File: src/pkg/fpf_defs.vh
// constants and register map of the fixed-point filter sequencer
//
// Contract
// - word: bit15 wait, bits14-12 wake select, event bit, 3-bit opcode, two operands.
// - opcode 0x0 only advances the program counter by one.
// - jump loads the program counter with the 5-bit operand target.
// - multiply puts signed product in acc[31:0], sign in acc[35:32].
// - multiply-accumulate adds sign-extended product, saturating to 0x7FFFFFFFF or 0x800000000.
// - divide: 16-bit reciprocal of divisor times dividend into acc; only multi-cycle op.
// - shift-left-load puts register shifted left into acc, sign-filled above, zeros below.
// - shift-right-store shifts acc right, rounds, saturates to 16 bits, writes register.
// - chain move shifts registers up one step; lower register keeps its value.
// - chain move with upper index not above lower index is a no-operation.
// - sequencing starts instructions only while unit enabled, from the preset program counter.
// - waiting instruction halts until its selected low register is written.
// - writes set written flag; waiting instruction consumes it, clearing it.
// - after address 0x1F the program counter wraps to 0x0.
// - finished event instruction sets event flag, pulses event, interrupts if enabled.
// - event goes to second output when wake field is 7, else first.
// - wait plus event: the event follows only after resuming.
// - sticky alu and shifter saturation flags, cleared by software.
// - in step mode one instruction runs per step pulse write.
// - no step when mode and pulse set together; step ignores wait and wraps.
// - external access wins contention; the sequencer stalls.
// - 16-bit registers: low write held, high write commits; reads latch high half.
// - cpu has two access counters, mover one; the two cpu counters share one clear bit, mover has its own.
// - instruction store is 32x16 at address register, low then high byte.
`ifndef FPF_DEFS_VH
`define FPF_DEFS_VH
`define FPF_A_CTRL   8'h00
`define FPF_A_PC     8'h01
`define FPF_A_TRIG   8'h02
`define FPF_A_CLR    8'h03
`define FPF_A_DBG    8'h04
`define FPF_A_RF_HI  4'h1
`define FPF_A_ACC0   8'h20
`define FPF_A_ACC4   8'h24
`define FPF_A_PRGL   8'h28
`define FPF_A_PRGH   8'h29
`define FPF_A_PRGA   8'h2A
`define FPF_B_EN     7
`define FPF_B_IE     6
`define FPF_B_SS     2
`define FPF_B_SA     1
`define FPF_B_EVF    0
`define FPF_B_MODE   7
`define FPF_B_STEP   6
`define FPF_B_CCLR   1
`define FPF_B_MCLR   0
`define FPF_OP_NOP   3'h0
`define FPF_OP_JMP   3'h1
`define FPF_OP_MUL   3'h2
`define FPF_OP_MAC   3'h3
`define FPF_OP_DIV   3'h4
`define FPF_OP_LSF   3'h5
`define FPF_OP_RSF   3'h6
`define FPF_OP_MVC   3'h7
`define FPF_DIV_CYC  4'h8
`define FPF_SAT_POS  36'h7FFFFFFFF
`define FPF_SAT_NEG  36'h800000000
`define FPF_RCP_ONE  32'h00008000
`define FPF_RCP_MAX  16'h7FFF
`endif

File: src/hw/fpf_top.v
// fixed-point filter sequencer: store, register file, datapath, sequencer, register port
//
// Chosen here: the strobed register port and the address map.
`timescale 1ns/1ps
`default_nettype none
`include "fpf_defs.vh"
module fpf_top (
  input  wire       ref_clk,   // system clock
  input  wire       rst_n,     // async reset, low
  input  wire [7:0] cpu_addr,  // cpu register address
  input  wire [7:0] cpu_wdata, // cpu write data
  input  wire       cpu_wr,    // cpu write strobe
  input  wire       cpu_rd,    // cpu read strobe
  output reg  [7:0] cpu_rdata, // cpu read data, cycle after strobe
  input  wire [2:0] mov_addr,  // mover register select r0..r7
  input  wire [7:0] mov_wdata, // mover write data
  input  wire       mov_wr,    // mover write strobe
  input  wire       mov_rd,    // mover read strobe
  output reg  [7:0] mov_rdata, // mover read data, cycle after strobe
  output reg        event0,    // event pulse, first output
  output reg        event1,    // event pulse, second output
  output wire       irq        // interrupt request level
);
  reg        rst_s1_q;
  reg        rst_s2_q;
  reg [15:0] rf_q [0:15];
  reg [15:0] prog_q [0:31];
  reg [35:0] acc_q;
  reg [4:0]  pc_q;
  reg        en_q, ie_q, ss_q, sa_q, evf_q;
  reg [7:0]  trg_q;
  reg        mode_q, stp_q;
  reg [3:0]  div_q;
  reg        cs_cnt_q, cx_cnt_q, mv_cnt_q;
  reg [7:0]  cs_tmp_q, cx_tmp_q, mv_tmp_q;
  reg [4:0]  padr_q;
  reg [7:0]  plo_q;
  integer    i;

  // released reset
  always @(posedge ref_clk or negedge rst_n) begin
    if (!rst_n) begin
      rst_s1_q <= 1'b0;
      rst_s2_q <= 1'b0;
    end else begin
      rst_s1_q <= 1'b1;
      rst_s2_q <= rst_s1_q;
    end
  end
  wire rst_ni = rst_s2_q;

  // external decode
  wire [3:0] c_idx  = cpu_addr[3:0];
  wire       c_rf   = (cpu_addr[7:4] == `FPF_A_RF_HI);
  wire       c_cnt  = c_idx[3] ? cx_cnt_q : cs_cnt_q;
  wire [7:0] c_tmp  = c_idx[3] ? cx_tmp_q : cs_tmp_q;
  wire       c_acc  = (cpu_addr >= `FPF_A_ACC0) && (cpu_addr <= `FPF_A_ACC4);
  wire       c_cmt  = cpu_wr & c_rf & c_cnt;
  wire [3:0] m_idx  = {1'b0, mov_addr};
  wire       m_cmt  = mov_wr & mv_cnt_q & ~(c_cmt & (c_idx == m_idx));
  wire       c_w    = cpu_wr & ~c_rf;
  wire       stall  = cpu_wr | cpu_rd | mov_wr | mov_rd;

  // instruction fields
  wire [15:0] ins = prog_q[pc_q];
  wire        wt  = ins[15];
  wire [2:0]  wk  = ins[14:12];
  wire        ev  = ins[11];
  wire [2:0]  op  = ins[10:8];
  wire [3:0]  fa  = ins[7:4];
  wire [3:0]  fb  = ins[3:0];
  wire [15:0] rm  = rf_q[fa];
  wire [15:0] rn  = rf_q[fb];

  // wait satisfied by a stored write, or forced by a step
  wire hit   = trg_q[wk];
  wire ready = ~wt | hit | mode_q;
  wire busy  = (div_q != 4'h0);
  wire start = en_q & ~stall & ~busy & ready & (~mode_q | stp_q);
  wire done  = (start & (op != `FPF_OP_DIV)) | (busy & ~stall & (div_q == 4'h1));

  // datapath
  wire signed [31:0] prod = $signed(rn) * $signed(rm);
  wire [35:0] prod36 = {{4{prod[31]}}, prod};
  wire [36:0] msum   = {acc_q[35], acc_q} + {prod36[35], prod36};
  wire        movf   = msum[36] ^ msum[35];

  wire [16:0] mag  = rm[15] ? (17'h00000 - {rm[15], rm}) : {1'b0, rm};
  wire [31:0] quot = (mag == 17'h00000) ? `FPF_RCP_ONE : (`FPF_RCP_ONE / {15'h0000, mag});
  // reciprocal in q1.15; 1/1 cannot be shown and clips to max
  wire [15:0] rmag = (quot > {16'h0000, `FPF_RCP_MAX}) ? `FPF_RCP_MAX : quot[15:0];
  wire [15:0] rcp  = rm[15] ? (16'h0000 - rmag) : rmag;
  wire signed [31:0] dprod = $signed(rn) * $signed(rcp);

  wire [35:0] shift_left_load = {{20{rm[15]}}, rm} << fb;
  wire [35:0] shr = $signed(acc_q) >>> fb;
  wire        rbit = (fb == 4'h0) ? 1'b0 : acc_q[fb - 4'h1];
  wire [36:0] rnd = {shr[35], shr} + {36'h000000000, rbit};
  wire        rovf = ~((&rnd[36:15]) | ~(|rnd[36:15]));
  wire [15:0] rsat = rovf ? (rnd[36] ? 16'h8000 : 16'h7FFF) : rnd[15:0];

  // sequencer and flags
  reg  [35:0] acc_d;
  reg         sa_set, ss_set;
  always @* begin
    acc_d  = acc_q;
    sa_set = 1'b0;
    ss_set = 1'b0;
    if (done) begin
      case (op)
        `FPF_OP_MUL: acc_d = prod36;
        `FPF_OP_MAC: begin
          sa_set = movf;
          acc_d  = movf ? (msum[36] ? `FPF_SAT_NEG : `FPF_SAT_POS) : msum[35:0];
        end
        `FPF_OP_DIV: acc_d = {{4{dprod[31]}}, dprod};
        `FPF_OP_LSF: acc_d = shift_left_load;
        `FPF_OP_RSF: ss_set = rovf;
        default: acc_d = acc_q;
      endcase
    end
  end

  wire [7:0] trg_clr = (start & wt & hit) ? (8'h01 << wk) : 8'h00;
  wire [7:0] trg_set = ((c_cmt & ~c_idx[3]) ? (8'h01 << c_idx[2:0]) : 8'h00)
                     | (m_cmt ? (8'h01 << mov_addr) : 8'h00);
  wire       cw_ctrl = c_w & (cpu_addr == `FPF_A_CTRL);
  wire       cw_clr  = c_w & (cpu_addr == `FPF_A_CLR);
  wire       cw_dbg  = c_w & (cpu_addr == `FPF_A_DBG);
  wire       ev_done = done & ev;

  always @(posedge ref_clk or negedge rst_ni) begin
    if (!rst_ni) begin
      acc_q  <= 36'h000000000;
      pc_q   <= 5'h00;
      en_q   <= 1'b0;
      ie_q   <= 1'b0;
      ss_q   <= 1'b0;
      sa_q   <= 1'b0;
      evf_q  <= 1'b0;
      trg_q  <= 8'h00;
      mode_q <= 1'b0;
      stp_q  <= 1'b0;
      div_q  <= 4'h0;
      event0 <= 1'b0;
      event1 <= 1'b0;
    end else begin
      acc_q <= acc_d;
      if (c_w & (cpu_addr == `FPF_A_PC))
        pc_q <= cpu_wdata[4:0];
      else if (done)
        pc_q <= (op == `FPF_OP_JMP) ? ins[4:0] : pc_q + 5'h01;
      if (start & (op == `FPF_OP_DIV))
        div_q <= `FPF_DIV_CYC - 4'h1;
      else if (busy & ~stall)
        div_q <= div_q - 4'h1;
      if (cw_ctrl) begin
        en_q <= cpu_wdata[`FPF_B_EN];
        ie_q <= cpu_wdata[`FPF_B_IE];
      end
      // set beats a write-one clear in the same cycle
      ss_q  <= (ss_q  & ~(cw_ctrl & cpu_wdata[`FPF_B_SS]))  | ss_set;
      sa_q  <= (sa_q  & ~(cw_ctrl & cpu_wdata[`FPF_B_SA]))  | sa_set;
      evf_q <= (evf_q & ~(cw_ctrl & cpu_wdata[`FPF_B_EVF])) | ev_done;
      if (c_w & (cpu_addr == `FPF_A_TRIG))
        trg_q <= cpu_wdata | trg_set;
      else
        trg_q <= (trg_q & ~trg_clr) | trg_set;
      if (cw_dbg)
        mode_q <= cpu_wdata[`FPF_B_MODE];
      // old mode value gates the pulse, so setting both at once never steps
      if (cw_dbg & cpu_wdata[`FPF_B_STEP] & mode_q)
        stp_q <= 1'b1;
      else if (start | ~mode_q)
        stp_q <= 1'b0;
      event0 <= ev_done & (wk != 3'h7);
      event1 <= ev_done & (wk == 3'h7);
    end
  end
  assign irq = evf_q & ie_q;

  // register file: external commits, then sequencer stores
  always @(posedge ref_clk or negedge rst_ni) begin
    if (!rst_ni) begin
      for (i = 0; i < 16; i = i + 1)
        rf_q[i] <= 16'h0000;
    end else begin
      if (c_cmt)
        rf_q[c_idx] <= {cpu_wdata, c_tmp};
      if (m_cmt)
        rf_q[m_idx] <= {mov_wdata, mv_tmp_q};
      if (done & (op == `FPF_OP_RSF))
        rf_q[fa] <= rsat;
      if (done & (op == `FPF_OP_MVC)) begin
        for (i = 1; i < 16; i = i + 1)
          if ((i > fb) && (i <= fa))
            rf_q[i] <= rf_q[i - 1];
      end
    end
  end

  // access counters and half holding registers
  always @(posedge ref_clk or negedge rst_ni) begin
    if (!rst_ni) begin
      cs_cnt_q <= 1'b0;
      cx_cnt_q <= 1'b0;
      mv_cnt_q <= 1'b0;
      cs_tmp_q <= 8'h00;
      cx_tmp_q <= 8'h00;
      mv_tmp_q <= 8'h00;
    end else begin
      if ((cpu_wr | cpu_rd) & c_rf) begin
        if (c_idx[3])
          cx_cnt_q <= ~cx_cnt_q;
        else
          cs_cnt_q <= ~cs_cnt_q;
        if (~c_cnt) begin
          if (c_idx[3])
            cx_tmp_q <= cpu_wr ? cpu_wdata : rf_q[c_idx][15:8];
          else
            cs_tmp_q <= cpu_wr ? cpu_wdata : rf_q[c_idx][15:8];
        end
      end
      if (cw_clr & cpu_wdata[`FPF_B_CCLR]) begin
        cs_cnt_q <= 1'b0;
        cx_cnt_q <= 1'b0;
      end
      if (mov_wr | mov_rd) begin
        mv_cnt_q <= ~mv_cnt_q;
        if (~mv_cnt_q)
          mv_tmp_q <= mov_wr ? mov_wdata : rf_q[m_idx][15:8];
      end
      if (cw_clr & cpu_wdata[`FPF_B_MCLR])
        mv_cnt_q <= 1'b0;
    end
  end

  // instruction store, low byte held until high byte commits
  always @(posedge ref_clk or negedge rst_ni) begin
    if (!rst_ni) begin
      padr_q <= 5'h00;
      plo_q  <= 8'h00;
    end else begin
      if (c_w & (cpu_addr == `FPF_A_PRGA))
        padr_q <= cpu_wdata[4:0];
      if (c_w & (cpu_addr == `FPF_A_PRGL))
        plo_q <= cpu_wdata;
    end
  end
  always @(posedge ref_clk) begin
    if (c_w & (cpu_addr == `FPF_A_PRGH))
      prog_q[padr_q] <= {cpu_wdata, plo_q};
  end

  // read ports
  reg [7:0] c_rd;
  always @* begin
    c_rd = 8'h00;
    if (c_rf)
      c_rd = c_cnt ? c_tmp : rf_q[c_idx][7:0];
    else if (c_acc)
      c_rd = (cpu_addr == `FPF_A_ACC4) ? {4'h0, acc_q[35:32]}
                                        : acc_q[{cpu_addr[1:0], 3'b000} +: 8];
    else begin
      case (cpu_addr)
        `FPF_A_CTRL: c_rd = {en_q, ie_q, 3'b000, ss_q, sa_q, evf_q};
        `FPF_A_PC:   c_rd = {3'b000, pc_q};
        `FPF_A_TRIG: c_rd = trg_q;
        `FPF_A_DBG:  c_rd = {mode_q, 7'h00};
        `FPF_A_PRGL: c_rd = prog_q[padr_q][7:0];
        `FPF_A_PRGH: c_rd = prog_q[padr_q][15:8];
        `FPF_A_PRGA: c_rd = {3'b000, padr_q};
        default:     c_rd = 8'h00;
      endcase
    end
  end
  always @(posedge ref_clk or negedge rst_ni) begin
    if (!rst_ni) begin
      cpu_rdata <= 8'h00;
      mov_rdata <= 8'h00;
    end else begin
      cpu_rdata <= cpu_rd ? c_rd : 8'h00;
      mov_rdata <= mov_rd ? (mv_cnt_q ? mv_tmp_q : rf_q[m_idx][7:0]) : 8'h00;
    end
  end
endmodule // fpf_top
`default_nettype wire

File: config.mk
export PLATFORM = sky130hd
export DESIGN_NAME = fpf_top
export DESIGN_NICKNAME = d
export VERILOG_FILES = /design/src/hw/fpf_top.v
export VERILOG_INCLUDE_DIRS = /design/src /design/src/pkg
export SDC_FILE = /design/constraint.sdc
export NUM_CORES = 2
export LEC_CHECK = 0
export BUFFER_PORTS_ARGS = -buffer_cell sky130_fd_sc_hd__buf_2
export CAP_MARGIN = 10
export CORE_UTILIZATION = 55
export CTS_BUF_LIST = sky130_fd_sc_hd__clkbuf_2 sky130_fd_sc_hd__clkbuf_4 sky130_fd_sc_hd__clkbuf_8
export DETAILED_ROUTE_END_ITERATION = 7
export GPL_ROUTABILITY_DRIVEN = 1
export PLACE_DENSITY = 0.83
export SYNTH_ARGS = -nofsm -noshare
export SYNTH_HDL_FRONTEND = slang
export SYNTH_SLANG_ARGS = --single-unit
File: constraint.sdc
create_clock -name ref_clk -period 12.5 [get_ports ref_clk]
set_input_delay 1.25 -clock ref_clk [delete_from_list [all_inputs] [get_ports ref_clk]]
set_output_delay 1.25 -clock ref_clk [all_outputs]
set_load 0.05 [all_outputs]
==> reports/qor.csv, run 1 <==
stage,metric,value,unit
logic_synthesis,Avg Synthesized Cell Area,9.16,µm²
placed_design,GPL Wtd Cong,1.09,
run_status,First Err,[ERROR GRT-0116] Global routing finished with congestion. Check the congestion regions in the DRC Viewer.,
clock_network,CTS Sinks,888,
logic_synthesis,synthesis-stage register bit count,888,
logic_synthesis,ys flop type,edfxtp_1,
die,initial core utilization,55.6,%
logic_synthesis,synth top area cells,"edfxtp_1, fa_1, dfrtp_1, mux4_2, ha_1",
clock_network,root buffer cell,clkbuf_8,
global_route,gr ovfl total,5,
global_route,first-pass GRT wire length,830000,µm
logic_synthesis,post-synth top area cell,edfxtp_1,
global_route,Tot GR Track Use,60.2,%
global_route,pin count of the biggest net entering global routing,143,
die,IO Count,52,
die,Die Y,436,µm
die,Die X,436,µm
logic_synthesis,Cells after Synth,11300,
logic_synthesis,YS warnings,0,
clock_network,Inserted Clock Buffers,140,
logic_synthesis,post-synthesis cell type count,138,
logic_synthesis,top cell type's share of synthesized area,14.9,%
clock_network,clk buf depth,3,
placed_design,Port-buffer cells,51,
logic_synthesis,Mapped Area,103000,µm²
global_route,vias in the first global route,123000,
run_status,status,aborted with a tool error,
clock_network,Post-CTS Hold Buffers,0,
logic_synthesis,Post-synth EDFFs,512,
die,row count,158,
run_status,Stopped at,global routing,
logic_synthesis,Async SR Flop Fraction,42.3,%
placed_design,Post-DP HPWL,368000,µm
logic_synthesis,sequential share of the synthesized area,24.0,%
clock_network,H-tree levels,4,
per-stage QoR:
stage / util (%) / setup slack [ns] / TNS (ns) / instance area [µm²] / instances
3_5_place_dp: 69.2 / -71.59 / -2500.59 / 129000 / 16100
3_3_place_gp: 69.2 / -69.19 / -2418.31 / 129000 / 16100
4_1_cts: 73.1 / -67.56 / -2365.54 / 136000 / 16600
2_1_floorplan: - / -72.52 / -2540.24 / 105000 / 11300
logic make-up after synthesis:
| logic type | Yosys count | synth area share (%) |
|---|---|---|
| adder cells (fa/ha/maj) | 1111 | 17.3 |
| XOR/XNOR | 490 | 4.18 |
| other | 2 | 0.00726 |
| multiplexers | 1170 | 16.2 |
| AND/OR/NAND/NOR | 3078 | 13.7 |
| flip-flops | 888 | 24.0 |
| buffers and inverters | 1530 | 5.78 |
| AO/OA/AOI/OAI | 3019 | 18.9 |
cell usage after synthesis, types with 105 or more instances:
cell and number:
nand2_1 1060, nor2_1 990, a21oi_1 833, inv_1 819, o21ai_0 675, ha_1 585, mux2i_1 579, fa_1 526
clkbuf_1 515, edfxtp_1 512, mux4_2 385, dfrtp_1 376, xnor2_1 320, a211oi_1 290, a21o_1 220, mux2_2 198
xor2_1 167, nand3_1 164, and2_1 161, nor3_1 122, o21bai_1 112, buf_1 105, nand2b_1 105
layer usage:
| layer | GRT overflow | GRT usage [%] |
|---|---|---|
| met5 | 0 | 19.0 |
| met3 | 0 | 36.5 |
| met4 | 3 | 56.9 |
| met1 | 0 | 60.8 |
| met2 | 2 | 83.2 |
what timing repair did:
item | 4_1_cts
setup buffers | 285
gates resized for setup | 429
cloned | 8
endpoints found under the setup margin | 37
pin swaps | 331
==> inputs of run 2 (changes only) <==
--- a/config.mk
+++ b/config.mk
@@ -8,11 +8,10 @@
 export LEC_CHECK = 0
 export BUFFER_PORTS_ARGS = -buffer_cell sky130_fd_sc_hd__buf_2
 export CAP_MARGIN = 10
-export CORE_UTILIZATION = 55
-export CTS_BUF_LIST = sky130_fd_sc_hd__clkbuf_2 sky130_fd_sc_hd__clkbuf_4 sky130_fd_sc_hd__clkbuf_8
+export CORE_UTILIZATION = 40
 export DETAILED_ROUTE_END_ITERATION = 7
 export GPL_ROUTABILITY_DRIVEN = 1
-export PLACE_DENSITY = 0.83
+export PLACE_DENSITY_LB_ADDON = 0.15
 export SYNTH_ARGS = -nofsm -noshare
 export SYNTH_HDL_FRONTEND = slang
 export SYNTH_SLANG_ARGS = --single-unit
==> run 2 against run 1 <==
  * The flow now finishes, with violations (setup timing)
  * Synthesized cell count unchanged
  * Synthesized area unchanged
==> reports/qor.csv, run 2 <==
stage,metric,value,unit
finish,Top reg by flops,prog_q,
clock_network,H-tree levels,3,
detailed_routing,number of vias per cell,5.98,
finish,"commonest cells after routing, fill and taps aside","buf_4, nand2_1, nor2_1",
logic_synthesis,Synth Area in Adders,17.3,%
finish,"Area growth, synth to finish",35.6,%
placed_design,Post-DP Area,129000,µm²
detailed_routing,Via Count,105000,
die,row count,186,
global_route,Tot GR Track Use,35.2,%
timing,min Tclk post-route,80.55,ns
finish,layout cell share with drive strength beyond 1,35.8,%
finish,# nets final,15200,
die,Die Y,510,µm
clock_network,worst skew pair latency,0.80,ns
critical_path,"Top cell by count, worst path",buf_4,
placed_design,DP Cell Count,16900,
clock_network,"CTS clk-pin slew, worst paths",0.06,ns
finish,FILL cells,23200,
timing,Final Max Slew Viols,0,
die,Core Footprint,257000,µm²
finish,fin area,140000,µm²
logic_synthesis,largest family of logic cells by synthesized area,compound AO/OA/AOI/OAI gates,
die,Die X,510,µm
critical_path,Worst setup SP type,flop,
placed_design,Post-DP HPWL,344000,µm
clock_network,root buffer cell,clkbuf_16,
logic_synthesis,top cell type's share of synthesized area,14.9,%
logic_synthesis,sequential share of the synthesized area,24.0,%
logic_synthesis,post-synthesis cell type count,138,
logic_synthesis,mux contribution to synthesized area,16.2,%
placed_design,GPL Wtd Cong,1.04,
placed_design,Port-buffer cells,51,
clock_network,CTS tree,done,
logic_synthesis,YS warnings,0,
timing,Worst-Margin Slew,1.20,ns
global_route,first-pass GRT wire length,684000,µm
logic_synthesis,post-synth top area cell,edfxtp_1,
die,IO Count,52,
detailed_routing,drt drc,0,
finish,Reg area,24800,µm²
timing,Setup Skew,0.0711,ns
timing,setup violators final,37,
critical_path,endpoint class of the critical path,flop,
critical_path,slowest CP cell,a32o_1,
finish,"commonest non-fill, non-tap cell in the layout",buf_4,
detailed_routing,detailed-router iteration count before antenna repair,8,
clock_network,clk buf depth,3,
logic_synthesis,post-synthesis xor/xnor area fraction,4.18,%
logic_synthesis,Avg Synthesized Cell Area,9.16,µm²
timing,Highest Clock Rate,0.0124,GHz
logic_synthesis,Async SR Flop Fraction,42.3,%
timing,RSZ-0062 raised after global routing,yes,
global_route,pin count of the biggest net entering global routing,162,
logic_synthesis,Synth Area in Simple Gates,13.7,%
clock_network,CTS Sinks,888,
critical_path,critical path required time,13.17,ns
detailed_routing,DR WL/cell,26.5,µm
die,die area,261000,µm²
detailed_routing,Antenna Nets Post-Route,0,
critical_path,crit path DAT,81.22,ns
logic_synthesis,synthesis-stage register bit count,888,
timing,PnR worst setup slack,-68.05,ns
logic_synthesis,Cells after Synth,11300,
detailed_routing,final wirelength,466000,µm
placed_design,DP Worst Slack,-71.11,ns
logic_synthesis,synth top area cells,"edfxtp_1, fa_1, dfrtp_1, mux4_2, ha_1",
logic_synthesis,ys flop type,edfxtp_1,
timing,max-slew headroom at the worst pin,19.2,%
global_route,initial antenna violation count,29,
hold_path,Hold WC Path Type,primary input to async pin,
critical_path,WS Path Type,flop to flop,
logic_synthesis,Synth Area in Compound Gates,18.9,%
finish,largest registers,"prog_q: 512 flops, rf_q: 256 flops, acc_q: 36 flops",
logic_synthesis,Post-synth EDFFs,512,
timing,hold violation total from the final report,0,
clock_network,Inserted Clock Buffers,101,
die,initial core utilization,40.3,%
logic_synthesis,most frequent cell after synthesis,nand2_1,
finish,area of the multi-input gates,78000,µm²
critical_path,"critical path fanouts, max",8,
global_route,vias in the first global route,105000,
clock_network,Post-CTS Hold Buffers,0,
logic_synthesis,Mapped Area,103000,µm²
finish,Layout Cells excl Fill,17600,
run_status,failing checks,setup timing,
finish,Final Util,54.6,%
finish,max FFs per register,512,
detailed_routing,1st-iter DRT viols,10800,
flow_run,maximum capacitance violations,0,
critical_path,CP max stage delay,0.58,ns
global_route,gr ovfl total,0,
timing,Final Cycle Share,644,%
logic_synthesis,most common library cells after synthesis,"nand2_1, nor2_1, a21oi_1",
run_status,status,"finished, violations left",
==> run 2: cell counts after synthesis <==
No cell type changed its count.
==> run 2: final cells by class <==
class                      count  share of cell area [%]
multi-input combinational   8888                    55.6
timing repair buffer        3372                    18.8
sequential                   888                    17.7
tap                         3384                    3.02
inverter                     837                    2.25
clock buffer                 143                    2.05
clock inverter                45                   0.527
antenna                       16                  0.0286
==> run 2: kinds of logic (layout without fill, tap and decap cells) <==
| family | count (synthesis) | count (layout) |
|---|---|---|
| mux | 1170 | 1170 |
| compound gates | 3019 | 3019 |
| other cells | 2 | 34 |
| xor+xnor | 490 | 490 |
| simple gates | 3078 | 3080 |
| flops | 888 | 888 |
| fa+ha+maj | 1111 | 1111 |
| buf+inv | 1530 | 4397 |
==> run 2: final timing paths <==
path | start | to | slack [ns] | depth (start not counted)
max reg2reg | pc_q[1] | acc_q[33] | -68.05 | 508
max | pc_q[1] | acc_q[33] | -68.05 | 508
min in group ref_clk | rst_s1_q | rst_ni | 0.36 | 0
min | rst_n | rst_ni | 0.23 | 1
max in group asynchronous | rst_ni | rf_q[242] | 9.61 | 2
min reg2reg | rst_s1_q | rst_ni | 0.36 | 0
==> run 2: metal layers <==
| layer | up-vias | track usage (%) | share of wire (%) | wire (µm) |
|---|---|---|---|---|
| li1 | 46600 | - | - | - |
| met1 | 51900 | 45.0 | 40 | 185000 |
| met2 | 5263 | 55.5 | 45 | 208000 |
| met3 | 1275 | 7.56 | 9.1 | 42500 |
| met4 | 16 | 19.0 | 6.5 | 30500 |
| met5 | - | 0.640 | 0.072 | 335 |
==> run 2: worst max-delay path, delay by kind of cell, from the launching register on <==
family,cells,cell delay [ns]
buffers and inverters,134,16.28
muxes,9,2.50
xor gates and xnor gates,3,0.49
AOI/OAI and AO/OA,217,32.92
DFF,1,0.50
adders and majority gates,33,10.35
and+or+nand+nor,112,17.18
==> run 2: per-stage QoR <==
step / setup TNS [ns] / hold slack [ns]
finish: -2382.93 / 0.229
global route: -2533.44 / 0.230
CTS: -2345.60 / 0.197
detailed placement: -2487.57 / 0.337
global placement: -2427.28 / 0.343
floorplan: -2540.24 / 0.331
==> run 2: what timing repair did <==
action / CTS / global route
gates resized for setup: 484 / 289
pin swaps: 443 / 348
gates cloned: 6 / 0
setup endpoints to repair: 37 / 37
buffers inserted: 378 / 105
Power of run 2 is not shown: default switching activity piles up to over one toggle a cycle in this logic, so the estimate is an artifact.
